<file path="src/design/fj_pkg.sv">
// Package with register map, field layout and result types of the judgement block.
package fj_pkg;
   // ========================================
   // Widths
   localparam int VAL_W  = 16;
   localparam int JOB_W  = 7;
   localparam int NLIM   = 25;
   localparam int FAIL_W = 25;
   localparam int INT_W  = 3;
   // ========================================
   // Register byte offsets
   localparam logic [11:0] CTRL_OFS     = 12'h000;
   localparam logic [11:0] FAIL_OFS     = 12'h004;
   localparam logic [11:0] INT_STAT_OFS = 12'h008;
   localparam logic [11:0] INT_MASK_OFS = 12'h00c;
   localparam logic [11:0] RESULT_OFS   = 12'h010;
   localparam logic [11:0] LIMIT_BASE   = 12'h040;
   // ========================================
   // Control register fields
   localparam int CTRL_SEAT_MON = 0;
   localparam int CTRL_SEAT_CUR = 1;
   localparam int CTRL_FIN_CUR  = 2;
   localparam int CTRL_RUNDOWN  = 3;
   localparam int CTRL_SELFTAP  = 4;
   localparam int CTRL_FIN_MON  = 5;
   localparam int CTRL_MULTI    = 6;
   localparam int CTRL_STN_LSB  = 8;
   localparam int STN_W         = 8;
   localparam logic [31:0] CTRL_RST    = 32'h0000_0100;
   localparam logic [STN_W-1:0] MASTER_STATION = 8'h01;
   // ========================================
   // Interrupt status bits
   localparam int INT_COMPLETE = 0;
   localparam int INT_FAIL     = 1;
   localparam int INT_COMBINED = 2;
   localparam logic [INT_W-1:0] INT_MASK_RST = 3'h0;
   // ========================================
   // Limit indices, one word apart upward from LIMIT_BASE
   localparam int L_SEAT_MAX   = 0;
   localparam int L_TRQ_MAX    = 1;
   localparam int L_TRQ_MIN    = 2;
   localparam int L_ANG_MAX    = 3;
   localparam int L_ANG_MIN    = 4;
   localparam int L_PRESEAT_T  = 5;
   localparam int L_FMIN_T     = 6;
   localparam int L_FMAX_T     = 7;
   localparam int L_TOTAL_T    = 8;
   localparam int L_SMON_MAX   = 9;
   localparam int L_SMON_MIN   = 10;
   localparam int L_SCUR_MAX   = 11;
   localparam int L_SCUR_MIN   = 12;
   localparam int L_FCUR_MAX   = 13;
   localparam int L_FCUR_MIN   = 14;
   localparam int L_PEAK_MAX   = 15;
   localparam int L_PEAK_MIN   = 16;
   localparam int L_RUN_MAX    = 17;
   localparam int L_RUN_MIN    = 18;
   localparam int L_STAP_MAX   = 19;
   localparam int L_STAP_MIN   = 20;
   localparam int L_FMON_MAX   = 21;
   localparam int L_FMON_MIN   = 22;
   localparam int L_SPARE0     = 23;
   localparam int L_SPARE1     = 24;
   localparam logic [VAL_W-1:0] LIMIT_RST = 16'h0000;
   // ========================================
   // Types
   typedef struct packed {
      logic [VAL_W-1:0] seat_torque;
      logic [VAL_W-1:0] torque;
      logic [VAL_W-1:0] peak_torque;
      logic [VAL_W-1:0] angle;
      logic [VAL_W-1:0] rundown_angle;
      logic [VAL_W-1:0] preseat_time;
      logic [VAL_W-1:0] finish_time;
      logic [VAL_W-1:0] total_time;
      logic [VAL_W-1:0] seat_monitor_torque;
      logic [VAL_W-1:0] seat_current;
      logic [VAL_W-1:0] final_current;
      logic [VAL_W-1:0] selftap_torque;
      logic [VAL_W-1:0] final_monitor_torque;
   } fj_meas_s;

   typedef struct packed {
      logic final_monitor_under_fail;
      logic final_monitor_over_fail;
      logic selftap_torque_under_fail;
      logic selftap_torque_over_fail;
      logic rundown_angle_under_fail;
      logic rundown_angle_over_fail;
      logic peak_torque_under_fail;
      logic peak_torque_over_fail;
      logic final_current_under_fail;
      logic final_current_over_fail;
      logic seat_current_under_fail;
      logic seat_current_over_fail;
      logic seat_monitor_under_fail;
      logic seat_monitor_over_fail;
      logic overall_time_fail;
      logic final_max_time_fail;
      logic final_min_time_fail;
      logic preseat_time_fail;
      logic angle_under_fail;
      logic angle_over_fail;
      logic torque_under_fail;
      logic torque_over_fail;
      logic seat_torque_over_fail;
      logic spare1;
      logic spare0;
   } fj_fail_s;

   typedef enum logic [2:0] {
      FJ_IDLE    = 3'b001,
      FJ_RUNNING = 3'b010,
      FJ_DONE    = 3'b100
   } fj_state_e;
endpackage : fj_pkg

</file>
<file path="src/design/fj_judge.sv">
// Fastening result judgement with limit registers, fail flags and APB access.
`timescale 1ns/1ps
module fj_judge (
   input  wire logic                    pclk,                  // Bus and core clock.
   input  wire logic                    presetn,               // Asynchronous reset, active low.
   input  wire logic                    psel,                  // APB select.
   input  wire logic                    penable,               // APB enable.
   input  wire logic                    pwrite,                // APB direction.
   input  wire logic [11:0]             paddr,                 // APB byte address.
   input  wire logic [31:0]             pwdata,                // APB write data.
   output logic      [31:0]             prdata,                // APB read data.
   output logic                         pready,                // APB ready.
   output logic                         pslverr,               // APB error on unmapped address.
   input  wire logic                    cycle_start,           // Pulse: fastening cycle begins.
   input  wire logic                    cycle_end,             // Pulse: measurements are final.
   input  wire logic                    cycle_abort,           // Pulse: cycle ended by system error.
   input  wire fj_pkg::fj_meas_s        meas,                  // Measured results of the cycle.
   input  wire logic [fj_pkg::JOB_W-1:0] job_select,           // Job number chosen upstream.
   input  wire logic                    spindles_judged,       // Pulse: total spindle judgement made.
   input  wire logic                    spindles_all_ok,       // Total spindle judgement is pass.
   output logic [fj_pkg::JOB_W-1:0]     job_answer,            // Job answer, bit 0 weight 1.
   output fj_pkg::fj_fail_s             fail,                  // Per-limit fail flags.
   output logic                         cycle_complete,        // Cycle has finished.
   output logic                         cycle_fail,            // Cycle judged as failed.
   output logic                         cycle_pass,            // Cycle judged as passed.
   output logic                         combined_spindles_ok,  // Combined spindle pass.
   output logic                         combined_spindles_fail,// Combined spindle fail.
   output logic                         irq                    // Level interrupt.
);
   // ========================================
   // Register state
   logic [31:0]                 ctrl;
   logic [fj_pkg::VAL_W-1:0]    limit [fj_pkg::NLIM];
   logic [fj_pkg::INT_W-1:0]    int_stat;
   logic [fj_pkg::INT_W-1:0]    int_mask;
   fj_pkg::fj_state_e           state;
   fj_pkg::fj_fail_s            next_fail;
   logic [fj_pkg::INT_W-1:0]    int_event;
   logic                        wr_en;
   logic                        setup;
   logic                        is_limit;
   logic [4:0]                  lim_idx;
   logic                        is_master;
   logic                        judge;

   function automatic logic over(input logic [fj_pkg::VAL_W-1:0] v,
                                 input logic [fj_pkg::VAL_W-1:0] lim);
      over = v > lim;
   endfunction : over

   function automatic logic under(input logic [fj_pkg::VAL_W-1:0] v,
                                  input logic [fj_pkg::VAL_W-1:0] lim);
      under = v < lim;
   endfunction : under

   assign setup    = psel & ~penable;
   assign wr_en    = psel & penable & pready & pwrite;
   assign is_limit = (paddr >= fj_pkg::LIMIT_BASE) &&
                     (paddr < fj_pkg::LIMIT_BASE + 12'(4 * fj_pkg::NLIM)) &&
                     (paddr[1:0] == 2'b00);
   assign lim_idx  = 5'((paddr - fj_pkg::LIMIT_BASE) >> 2);
   assign judge    = (state == fj_pkg::FJ_RUNNING) && cycle_end;
   assign is_master = ctrl[fj_pkg::CTRL_MULTI] &&
                      (ctrl[fj_pkg::CTRL_STN_LSB +: fj_pkg::STN_W] == fj_pkg::MASTER_STATION);

   // ========================================
   // Limit comparisons
   always_comb begin
      next_fail = '0;
      next_fail.seat_torque_over_fail =
         over(meas.seat_torque, limit[fj_pkg::L_SEAT_MAX]);
      next_fail.torque_over_fail  = over(meas.torque, limit[fj_pkg::L_TRQ_MAX]);
      next_fail.torque_under_fail = under(meas.torque, limit[fj_pkg::L_TRQ_MIN]);
      next_fail.angle_over_fail   = over(meas.angle, limit[fj_pkg::L_ANG_MAX]);
      next_fail.angle_under_fail  = under(meas.angle, limit[fj_pkg::L_ANG_MIN]);
      next_fail.preseat_time_fail =
         ~over(meas.preseat_time, limit[fj_pkg::L_PRESEAT_T]);
      next_fail.final_min_time_fail =
         ~over(meas.finish_time, limit[fj_pkg::L_FMIN_T]);
      next_fail.final_max_time_fail =
         over(meas.finish_time, limit[fj_pkg::L_FMAX_T]);
      next_fail.overall_time_fail =
         over(meas.total_time, limit[fj_pkg::L_TOTAL_T]);
      next_fail.peak_torque_over_fail =
         over(meas.peak_torque, limit[fj_pkg::L_PEAK_MAX]);
      next_fail.peak_torque_under_fail =
         under(meas.peak_torque, limit[fj_pkg::L_PEAK_MIN]);
      if (ctrl[fj_pkg::CTRL_SEAT_MON]) begin
         next_fail.seat_monitor_over_fail =
            over(meas.seat_monitor_torque, limit[fj_pkg::L_SMON_MAX]);
         next_fail.seat_monitor_under_fail =
            under(meas.seat_monitor_torque, limit[fj_pkg::L_SMON_MIN]);
      end
      if (ctrl[fj_pkg::CTRL_SEAT_CUR]) begin
         next_fail.seat_current_over_fail =
            over(meas.seat_current, limit[fj_pkg::L_SCUR_MAX]);
         next_fail.seat_current_under_fail =
            under(meas.seat_current, limit[fj_pkg::L_SCUR_MIN]);
      end
      if (ctrl[fj_pkg::CTRL_FIN_CUR]) begin
         next_fail.final_current_over_fail =
            over(meas.final_current, limit[fj_pkg::L_FCUR_MAX]);
         next_fail.final_current_under_fail =
            under(meas.final_current, limit[fj_pkg::L_FCUR_MIN]);
      end
      if (ctrl[fj_pkg::CTRL_RUNDOWN]) begin
         next_fail.rundown_angle_over_fail =
            over(meas.rundown_angle, limit[fj_pkg::L_RUN_MAX]);
         next_fail.rundown_angle_under_fail =
            under(meas.rundown_angle, limit[fj_pkg::L_RUN_MIN]);
      end
      if (ctrl[fj_pkg::CTRL_SELFTAP]) begin
         next_fail.selftap_torque_over_fail =
            over(meas.selftap_torque, limit[fj_pkg::L_STAP_MAX]);
         next_fail.selftap_torque_under_fail =
            under(meas.selftap_torque, limit[fj_pkg::L_STAP_MIN]);
      end
      if (ctrl[fj_pkg::CTRL_FIN_MON]) begin
         next_fail.final_monitor_over_fail =
            over(meas.final_monitor_torque, limit[fj_pkg::L_FMON_MAX]);
         next_fail.final_monitor_under_fail =
            under(meas.final_monitor_torque, limit[fj_pkg::L_FMON_MIN]);
      end
   end

   // ========================================
   // Cycle sequence
   always_ff @(posedge pclk or negedge presetn) begin
      if (!presetn) begin
         state <= fj_pkg::FJ_IDLE;
      end else begin
         case (state)
            fj_pkg::FJ_IDLE,
            fj_pkg::FJ_DONE: begin
               if (cycle_start) begin
                  state <= fj_pkg::FJ_RUNNING;
               end
            end
            fj_pkg::FJ_RUNNING: begin
               if (cycle_end || cycle_abort) begin
                  state <= fj_pkg::FJ_DONE;
               end
            end
            default: begin
               state <= fj_pkg::FJ_IDLE;
            end
         endcase
      end
   end

   // ========================================
   // Result flags
   always_ff @(posedge pclk or negedge presetn) begin
      if (!presetn) begin
         fail           <= '0;
         cycle_complete <= 1'b0;
         cycle_fail     <= 1'b0;
         cycle_pass     <= 1'b0;
      end else if (cycle_start && state != fj_pkg::FJ_RUNNING) begin
         fail           <= '0;
         cycle_complete <= 1'b0;
         cycle_fail     <= 1'b0;
         cycle_pass     <= 1'b0;
      end else if (judge) begin
         fail           <= next_fail;
         cycle_complete <= 1'b1;
         cycle_fail     <= |next_fail;
         cycle_pass     <= ~|next_fail;
      end else if (state == fj_pkg::FJ_RUNNING && cycle_abort) begin
         cycle_complete <= 1'b1;
         cycle_fail     <= 1'b1;
      end
   end

   // ========================================
   // Job answer and combined spindle result
   always_ff @(posedge pclk or negedge presetn) begin
      if (!presetn) begin
         job_answer <= '0;
      end else begin
         job_answer <= job_select;
      end
   end

   always_ff @(posedge pclk or negedge presetn) begin
      if (!presetn) begin
         combined_spindles_ok   <= 1'b0;
         combined_spindles_fail <= 1'b0;
      end else if (!is_master || (cycle_start && state != fj_pkg::FJ_RUNNING)) begin
         combined_spindles_ok   <= 1'b0;
         combined_spindles_fail <= 1'b0;
      end else if (spindles_judged) begin
         combined_spindles_ok   <= spindles_all_ok;
         combined_spindles_fail <= ~spindles_all_ok;
      end
   end

   // ========================================
   // Interrupts
   always_comb begin
      int_event = '0;
      int_event[fj_pkg::INT_COMPLETE] = (state == fj_pkg::FJ_RUNNING) &&
                                        (cycle_end || cycle_abort);
      int_event[fj_pkg::INT_FAIL] = (judge && |next_fail) ||
                                    (state == fj_pkg::FJ_RUNNING && !cycle_end && cycle_abort);
      int_event[fj_pkg::INT_COMBINED] = is_master && spindles_judged;
   end

   always_ff @(posedge pclk or negedge presetn) begin
      if (!presetn) begin
         int_stat <= '0;
      end else if (wr_en && paddr == fj_pkg::INT_STAT_OFS) begin
         int_stat <= (int_stat & ~pwdata[fj_pkg::INT_W-1:0]) | int_event;
      end else begin
         int_stat <= int_stat | int_event;
      end
   end

   always_ff @(posedge pclk or negedge presetn) begin
      if (!presetn) begin
         irq <= 1'b0;
      end else begin
         irq <= |(int_stat & int_mask);
      end
   end

   // ========================================
   // Register writes
   always_ff @(posedge pclk or negedge presetn) begin
      if (!presetn) begin
         ctrl     <= fj_pkg::CTRL_RST;
         int_mask <= fj_pkg::INT_MASK_RST;
      end else if (wr_en) begin
         if (paddr == fj_pkg::CTRL_OFS) begin
            ctrl <= {16'h0000, pwdata[15:8], 1'b0, pwdata[6:0]};
         end
         if (paddr == fj_pkg::INT_MASK_OFS) begin
            int_mask <= pwdata[fj_pkg::INT_W-1:0];
         end
      end
   end

   always_ff @(posedge pclk or negedge presetn) begin
      if (!presetn) begin
         for (int i = 0; i < fj_pkg::NLIM; i++) begin
            limit[i] <= fj_pkg::LIMIT_RST;
         end
      end else if (wr_en && is_limit) begin
         limit[lim_idx] <= pwdata[fj_pkg::VAL_W-1:0];
      end
   end

   // ========================================
   // APB answer, one access cycle with no wait
   always_ff @(posedge pclk or negedge presetn) begin
      if (!presetn) begin
         pready  <= 1'b0;
         pslverr <= 1'b0;
         prdata  <= '0;
      end else if (setup) begin
         pready  <= 1'b1;
         pslverr <= 1'b0;
         prdata  <= '0;
         if (is_limit) begin
            prdata <= {16'h0000, limit[lim_idx]};
         end else begin
            case (paddr)
               fj_pkg::CTRL_OFS:     prdata <= ctrl;
               fj_pkg::FAIL_OFS:     prdata <= {7'h00, fail};
               fj_pkg::INT_STAT_OFS: prdata <= {29'h0, int_stat};
               fj_pkg::INT_MASK_OFS: prdata <= {29'h0, int_mask};
               fj_pkg::RESULT_OFS:   prdata <= {16'h0000, 1'b0, job_answer, 2'b00,
                                                combined_spindles_fail, combined_spindles_ok,
                                                cycle_pass, cycle_fail, cycle_complete,
                                                (state == fj_pkg::FJ_RUNNING)};
               default:              pslverr <= 1'b1;
            endcase
         end
      end else begin
         pready  <= 1'b0;
         pslverr <= 1'b0;
      end
   end
endmodule : fj_judge

</file>
<file path="config.mk">
export PLATFORM = sky130hd
export DESIGN_NAME = fj_judge
export DESIGN_NICKNAME = d
export VERILOG_FILES = /design/src/design/fj_pkg.sv /design/src/design/fj_judge.sv
export SDC_FILE = /design/constraint.sdc
export NUM_CORES = 1
export LEC_CHECK = 0
export ABC_AREA = 1
export BUFFER_PORTS_ARGS = -buffer_cell sky130_fd_sc_hd__buf_2
export CORE_UTILIZATION = 55
export CTS_CLUSTER_SIZE = 16
export DETAILED_ROUTE_END_ITERATION = 8
export MAX_ROUTING_LAYER = met4
export PLACE_DENSITY = 0.73
export REMOVE_ABC_BUFFERS = 1
export SYNTH_ARGS = -nofsm -noshare
export SYNTH_HDL_FRONTEND = slang
export SYNTH_SLANG_ARGS = --single-unit
</file>
<file path="constraint.sdc">
create_clock -name pclk -period 2.1 [get_ports pclk]
set_input_delay 0.63 -clock pclk [delete_from_list [all_inputs] [get_ports pclk]]
set_output_delay 0.63 -clock pclk [all_outputs]
set_load 0.05 [all_outputs]
</file>
== Yosys cells after proc, flatten, opt, wreduce, memory -nomap -nowiden ==
Index checks and enable logic that the tools add are counted.

* Register bits: 496

* Eq/ne operators: 11
* Order comparisons: 27
* Multiplexer cells: 35
* Reduce and logical (&&, ||, !) cells: 32
* Bitwise logic cells: 14
* $add $sub $neg: 1

{| class="wikitable"
|+ Operators with widths
! operator !! number
|-
| $bwmux W400 || 1
|-
| $gt A16 B16 Y1 || 14
|-
| $lt A16 B16 Y1 || 9
|-
| $pmux W25 S5 || 1
|-
| $bmux W16 S5 || 1
|-
| $demux W16 S5 || 1
|-
| $mux W25 || 3
|-
| $mux W16 || 3
|-
| $eq A12 B4 Y1 const B || 2
|-
| $reduce_or A23 Y1 || 1
|-
| $mux W1 || 15
|-
| $logic_and A1 B1 Y1 || 14
|-
| $eq A12 B3 Y1 const B || 1
|-
| $eq A12 B5 Y1 const B || 1
|-
| $ge A12 B7 Y1 const B || 1
|-
| $logic_not A12 Y1 || 1
|-
| $lt A12 B8 Y1 const B || 1
|-
| $mux W2 || 6
|-
| $mux W3 || 3
|-
| $eq A8 B1 Y1 const B || 1
|-
| $sub A7 B7 Y7 const B || 1
|-
| $and A3 B3 Y3 || 2
|-
| $ge A6 B6 Y1 const B || 1
|-
| $lt A6 B1 Y1 const B || 1
|-
| 21 further kinds || 35
|}

== Longest topological paths before layout ==
* Word-level depth: 7
* Depth in mapped cells: 19

== Worst setup path before layout ==
OpenSTA, ideal clock, no wires.

* Path type: input port to flip-flop
* From: input port paddr[11]
* To: register limit[256] in the netlist's numbering
* Library setup time: 0.138 ns
* Path buffers: 1
* Data arrival time: 2.024 ns
* Stages: 12
* Path slack: -0.062 ns
* Path through: or2_1 nor2_2 nand2_2 nor2_2 nand2_2 nor2_4 inv_4 nor2_8 nand2_4 buf_6 nand2_1 o21ai_1

* Cells in the longest elaborated chain, start to end: 4

{| class="wikitable"
|+ RTL lines
! item !! line !! text
|-
| start, declared || fj_judge.sv:9 || <nowiki>input wire logic [11:0] paddr,</nowiki>
|-
| $ge A12 B7 Y1 or $lt A12 B8 Y1 (tied branches) || fj_judge.sv:58, fj_judge.sv:59 ||
|-
| $logic_and A1 B1 Y1 (*) || fj_judge.sv:58 || <nowiki>assign is_limit = (paddr >= fj_pkg::LIMIT_BASE) &&</nowiki>
|-
| $logic_and A1 B1 Y1 (*) || fj_judge.sv:59 || <nowiki>(paddr < fj_pkg::LIMIT_BASE + 12'(4 * fj_pkg::NLIM)) &&</nowiki>
|-
| $logic_and A1 B1 Y1 (*) || fj_judge.sv:248 || <nowiki>end else if (wr_en && is_limit) begin</nowiki>
|-
| end signal, assigned by index || fj_judge.sv:246 || <nowiki>limit[i] <= fj_pkg::LIMIT_RST;</nowiki>
|-
| end signal, assigned by index || fj_judge.sv:249 || <nowiki>limit[lim_idx] <= pwdata[fj_pkg::VAL_W-1:0];</nowiki>
|-
| end, declared || fj_judge.sv:33 || <nowiki>logic [fj_pkg::VAL_W-1:0] limit [fj_pkg::NLIM];</nowiki>
|}

Mark *: on every way between the ends. The rest lies on a longest branch, timed or not.
A chain may end at the register's enable or synchronous reset.

== Worst setup path after layout ==
* From: register limit[219] in the netlist's numbering
* To: register cycle_fail

* Cells in the longest elaborated chain, start to end: 5

{| class="wikitable"
|+ RTL lines
! item !! line !! text
|-
| $gt A16 B16 Y1 || fj_judge.sv:48 || <nowiki>over = v > lim;</nowiki>
|-
| $mux W2 || fj_judge.sv:94 || <nowiki>if (ctrl[fj_pkg::CTRL_SEAT_CUR]) begin</nowiki>
|-
| $reduce_or A23 Y1 || fj_judge.sv:167 || <nowiki>cycle_fail <= |next_fail;</nowiki>
|-
| $mux W1 || fj_judge.sv:164 || <nowiki>end else if (judge) begin</nowiki>
|-
| $mux W1 || fj_judge.sv:159 || <nowiki>end else if (cycle_start && state != fj_pkg::FJ_RUNNING) begin</nowiki>
|-
| end signal, assigned || fj_judge.sv:167 ||
|-
| end, declared || fj_judge.sv:24 || <nowiki>output logic cycle_fail,</nowiki>
|}

Every way passes these cells.

==> results.tsv <==
stage	metric	value	unit
power	power share of the clock group	43.4	%
setup_path	CP max stage cell	dfrtp_1	
route	Routed WL	110000	um
final_layout	proportion of layout cells with a drive suffix above 1	26.1	%
logic_synthesis	ys flop type	dfrtp_1	
sta	FMAX	0.449	GHz
logic_synthesis	Syn Area/Cell	8.23	sq um
sta	fin crit share	106	%
floorplan	Placement Rows	86	
hold_path	HP Class	input pin to flip-flop	
setup_path	Worst path most repeated cell	nand2_2	
placed_design	placed cell count	5187	
route	via/cell ratio	5.68	
placed_design	RD Place Congestion	1.03	
setup_path	Setup Crit Path Kind	flip-flop to flip-flop	
global_route	largest net degree at the start of global routing	67	
floorplan	Die Ht	239	um
setup_path	cell-by-cell trace of the critical path	inv_1, ha_1, a21oi_1, o21ai_0, a21oi_1, nand2_1, nand2_2, nand2_2, nor2_4, nand2_2, nor2_4, nand2_2, nand2_2, nand3_2	
setup_path	Crit path max-delay family	simple AND/OR/NAND/NOR gates	
setup_path	crit path capture type	flip-flop	
route	first-pass detailed-route iteration total	6	
placed_design	Port Buf Inserts	315	
clock_tree	Max Buffers Root-to-Sink	3	
sta	final worst path period need	2230	ps
placed_design	DP HPWL	81900	um
global_route	Global Route Usage Sum	39.4	%
run	Max-cap violations	0	
sta	final worst slack	-129	ps
final_layout	Layout fillers	4242	
sta	Hold WS	105	ps
logic_synthesis	dominant cell type by area after synthesis	dfrtp_1	
logic_synthesis	Synth area leaders	dfrtp_1 (39%), ha_1 (15%), nand2_1 (11%), inv_1 (6.3%), o21ai_1 (4.4%)	
logic_synthesis	synth warn	0	
clock_tree	number of buffers created by CTS	53	
setup_path	Arrival @ worst endpoint	2740	ps
status	failing checks	setup timing	
final_layout	fin cells	5299	
power	Net Sw Power	6.53	mW
logic_synthesis	Post-Syn Area	0.0310	sq mm
power	Int Power	16.9	mW
sta	Final setup viols	3	
global_route	initial antenna violation count	4	
floorplan	io pins	341	
route	routed vias	30100	
logic_synthesis	Post-synth top cells	nand2_1 (906), inv_1 (519), dfrtp_1 (485), ha_1 (359), o21ai_1 (271)	
power	Max VDD drop	612	uV
sta	worst-margin pin slew	740	ps
logic_synthesis	Gate Count Post-Synth	3763	
route	# DRC	0	
placed_design	Setup WS pre-CTS	-829	ps
clock_tree	CTS tree	built	
power	sequential share of power	41.2	%
clock_tree	clk sinks	487	
floorplan	die width	239	um
setup_path	Critical Path RT	2610	ps
global_route	first-pass GRT wire length	164000	um
power	Pwr Density	592	mW/mm^2
setup_path	Crit path largest cell delay	360	ps
floorplan	Initial Utilization	56.0	%
sta	Max Transition Viols Final	0	
clock_tree	clock transition at the registers of the reported paths	60	ps
logic_synthesis	ys async rst share	100	%
power	switch share	27.9	%
route	drt initial violations	3188	
logic_synthesis	FF+latch count, synth	487	
global_route	total grt overflow	0	
logic_synthesis	post-synth top area share	39.2	%
clock_tree	worst-skew pair later-pin latency	630	ps
sta	relative slew slack	50.2	%
final_layout	Area Overhead vs Synth	27.7	%
clock_tree	H-tree lvl count	2	
power	Tot Pwr	23.4	mW
setup_path	Critical path buffers and inverters	1	
route	wire per inst	20.7	um
final_layout	Layout Nets	5130	
logic_synthesis	most frequent cell after synthesis	nand2_1	
power	P_leak	19.0	nW
setup_path	crit start category	flip-flop	
logic_synthesis	Seq/Total Area, Yosys	39.4	%
logic_synthesis	Synth cell types	48	
route	remaining antenna violation count	0	
sta	endpoints failing hold	0	
sta	RSZ-0062 raised after global routing	true	
floorplan	Core Area	0.0553	sq mm
sta	clk_skew	29.3	ps
global_route	vias in the first global route	28700	
setup_path	CP Max Fanout	3	
logic_synthesis	number of synthesized flops with an enable pin	0	
status	status	finished with violations	
floorplan	Die Area	0.0573	sq mm
final_layout	Final Util	71.5	%
power	Gate power share	15.5	%
clock_tree	Root Driver	clkbuf_16	
cells in the final DEF, fill, tap and decap left out, types with 8 or more instances in the layout:
master,netlist,routed
nand3_1,47,44
a21oi_2,0,8
nor3_1,26,20
o21ai_1,271,278
nand2_4,24,22
nand4_1,35,35
buf_4,10,465
o221ai_1,9,9
ha_4,0,12
buf_2,25,314
clkinv_2,0,9
clkbuf_16,0,53
o22ai_1,146,145
bufinv_16,0,9
dfrtp_1,485,485
inv_2,4,18
nor2_1,160,143
nand2_2,3,24
inv_1,519,505
a21oi_1,193,185
conb_1,1,9
a221oi_1,25,23
ha_1,359,347
clkbuf_8,0,9
buf_12,0,71
nor2_4,3,9
clkbuf_1,65,15
a22oi_1,22,22
nand2_1,906,882
o21a_1,16,16
o21ai_0,158,150
o21ai_2,115,116
nor2_2,2,13
state kept, by name (all words and copies together), names as in the netlist, 3 cells and up:
name        cells
limit         400
int_stat        3
ctrl           15
prdata         25
job_answer      7
int_mask        3
state           3
fail           23
worst paths after layout:
kind / to / from / depth (start not counted) / slack [ps]
max reg2reg: cycle_fail / limit[219] / 14 / -130
min reg2reg: prdata[21] / prdata[21] / 2 / 480
min: job_answer[2] / job_select[2] / 1 / 110
max in group asynchronous: limit[268] / presetn / 4 / 830
min in group asynchronous: limit[34] / presetn / 2 / 510
max: cycle_fail / limit[219] / 14 / -130
layer usage:
metal | part of all wire (%) | global-route usage [%]
met3 | 9.6 | 6.66
met1 | 40 | 50.1
met5 | 0 | -
met4 | 5.8 | 21.1
met2 | 45 | 60.1
metrics by stage:
stage	setup TNS [ps]	area [sq um]
after floorplan	-422490	29700
after global placement	-254000	37100
after detailed placement	-260890	37100
after CTS	-324	39200
after global routing	-572	39500
final	-324	39500
power groups by stage:
| stage | Combinational (mW) | Clock [mW] | Sequential, mW |
|---|---|---|---|
| 4_1_cts | 3.51 | 10.2 | 9.62 |
| 6_report | 3.62 | 10.1 | 9.63 |
| 2_1_floorplan | 1.28 | 0 | 10.1 |
| 5_1_grt | 3.91 | 10.5 | 9.64 |
| 3_3_place_gp | 3.38 | 0 | 9.79 |
| 3_5_place_dp | 3.45 | 0 | 9.79 |
timing repair:
item | 4_1_cts | 5_1_grt
gates cloned | 0 | 0
setup endpoints to repair | 78 | 60
pin swaps | 12 | 42
endpoints found under the hold margin | 29 | 0
hold buffers | 1 | 0
gates resized for setup | 32 | 75
buffers inserted | 3 | 5
logic make-up (layout without fill, tap and decap cells):
kind of cell               count (synthesis)  count (layout)  synth area share (%)
DFF                                      487             487                  39.4
buffers and inverters                    702            1477                  10.5
AOI/OAI and AO/OA                        991             991                  19.1
other                                      1              14                0.0121
adders and majority gates                359             359                  14.5
and+or+nand+nor                         1223            1223                  16.6
worst reg2reg max path, delay by kind of cell, from the launching register on:
family                   cells  cell delay (ps)
AND/OR/NAND/NOR              9              870
AO/OA/AOI/OAI                3              510
flip-flops                   1              360
adder cells (fa/ha/maj)      1              310
buffers and inverters        1               60
cell type report:
cell class | instances | area, sq um | area share [%]
diodes | 5 | 12.5 | 0.0317
clock buffers | 77 | 1510 | 3.81
clock inverters | 22 | 365 | 0.924
inverters | 525 | 1970 | 4.99
multi-input cells | 2582 | 16000 | 40.5
flip-flops and latches | 487 | 12200 | 30.8
well taps | 748 | 936 | 2.37
repair buffers | 853 | 6520 | 16.5
No activity file was read; power rests on OpenSTA's default activity.
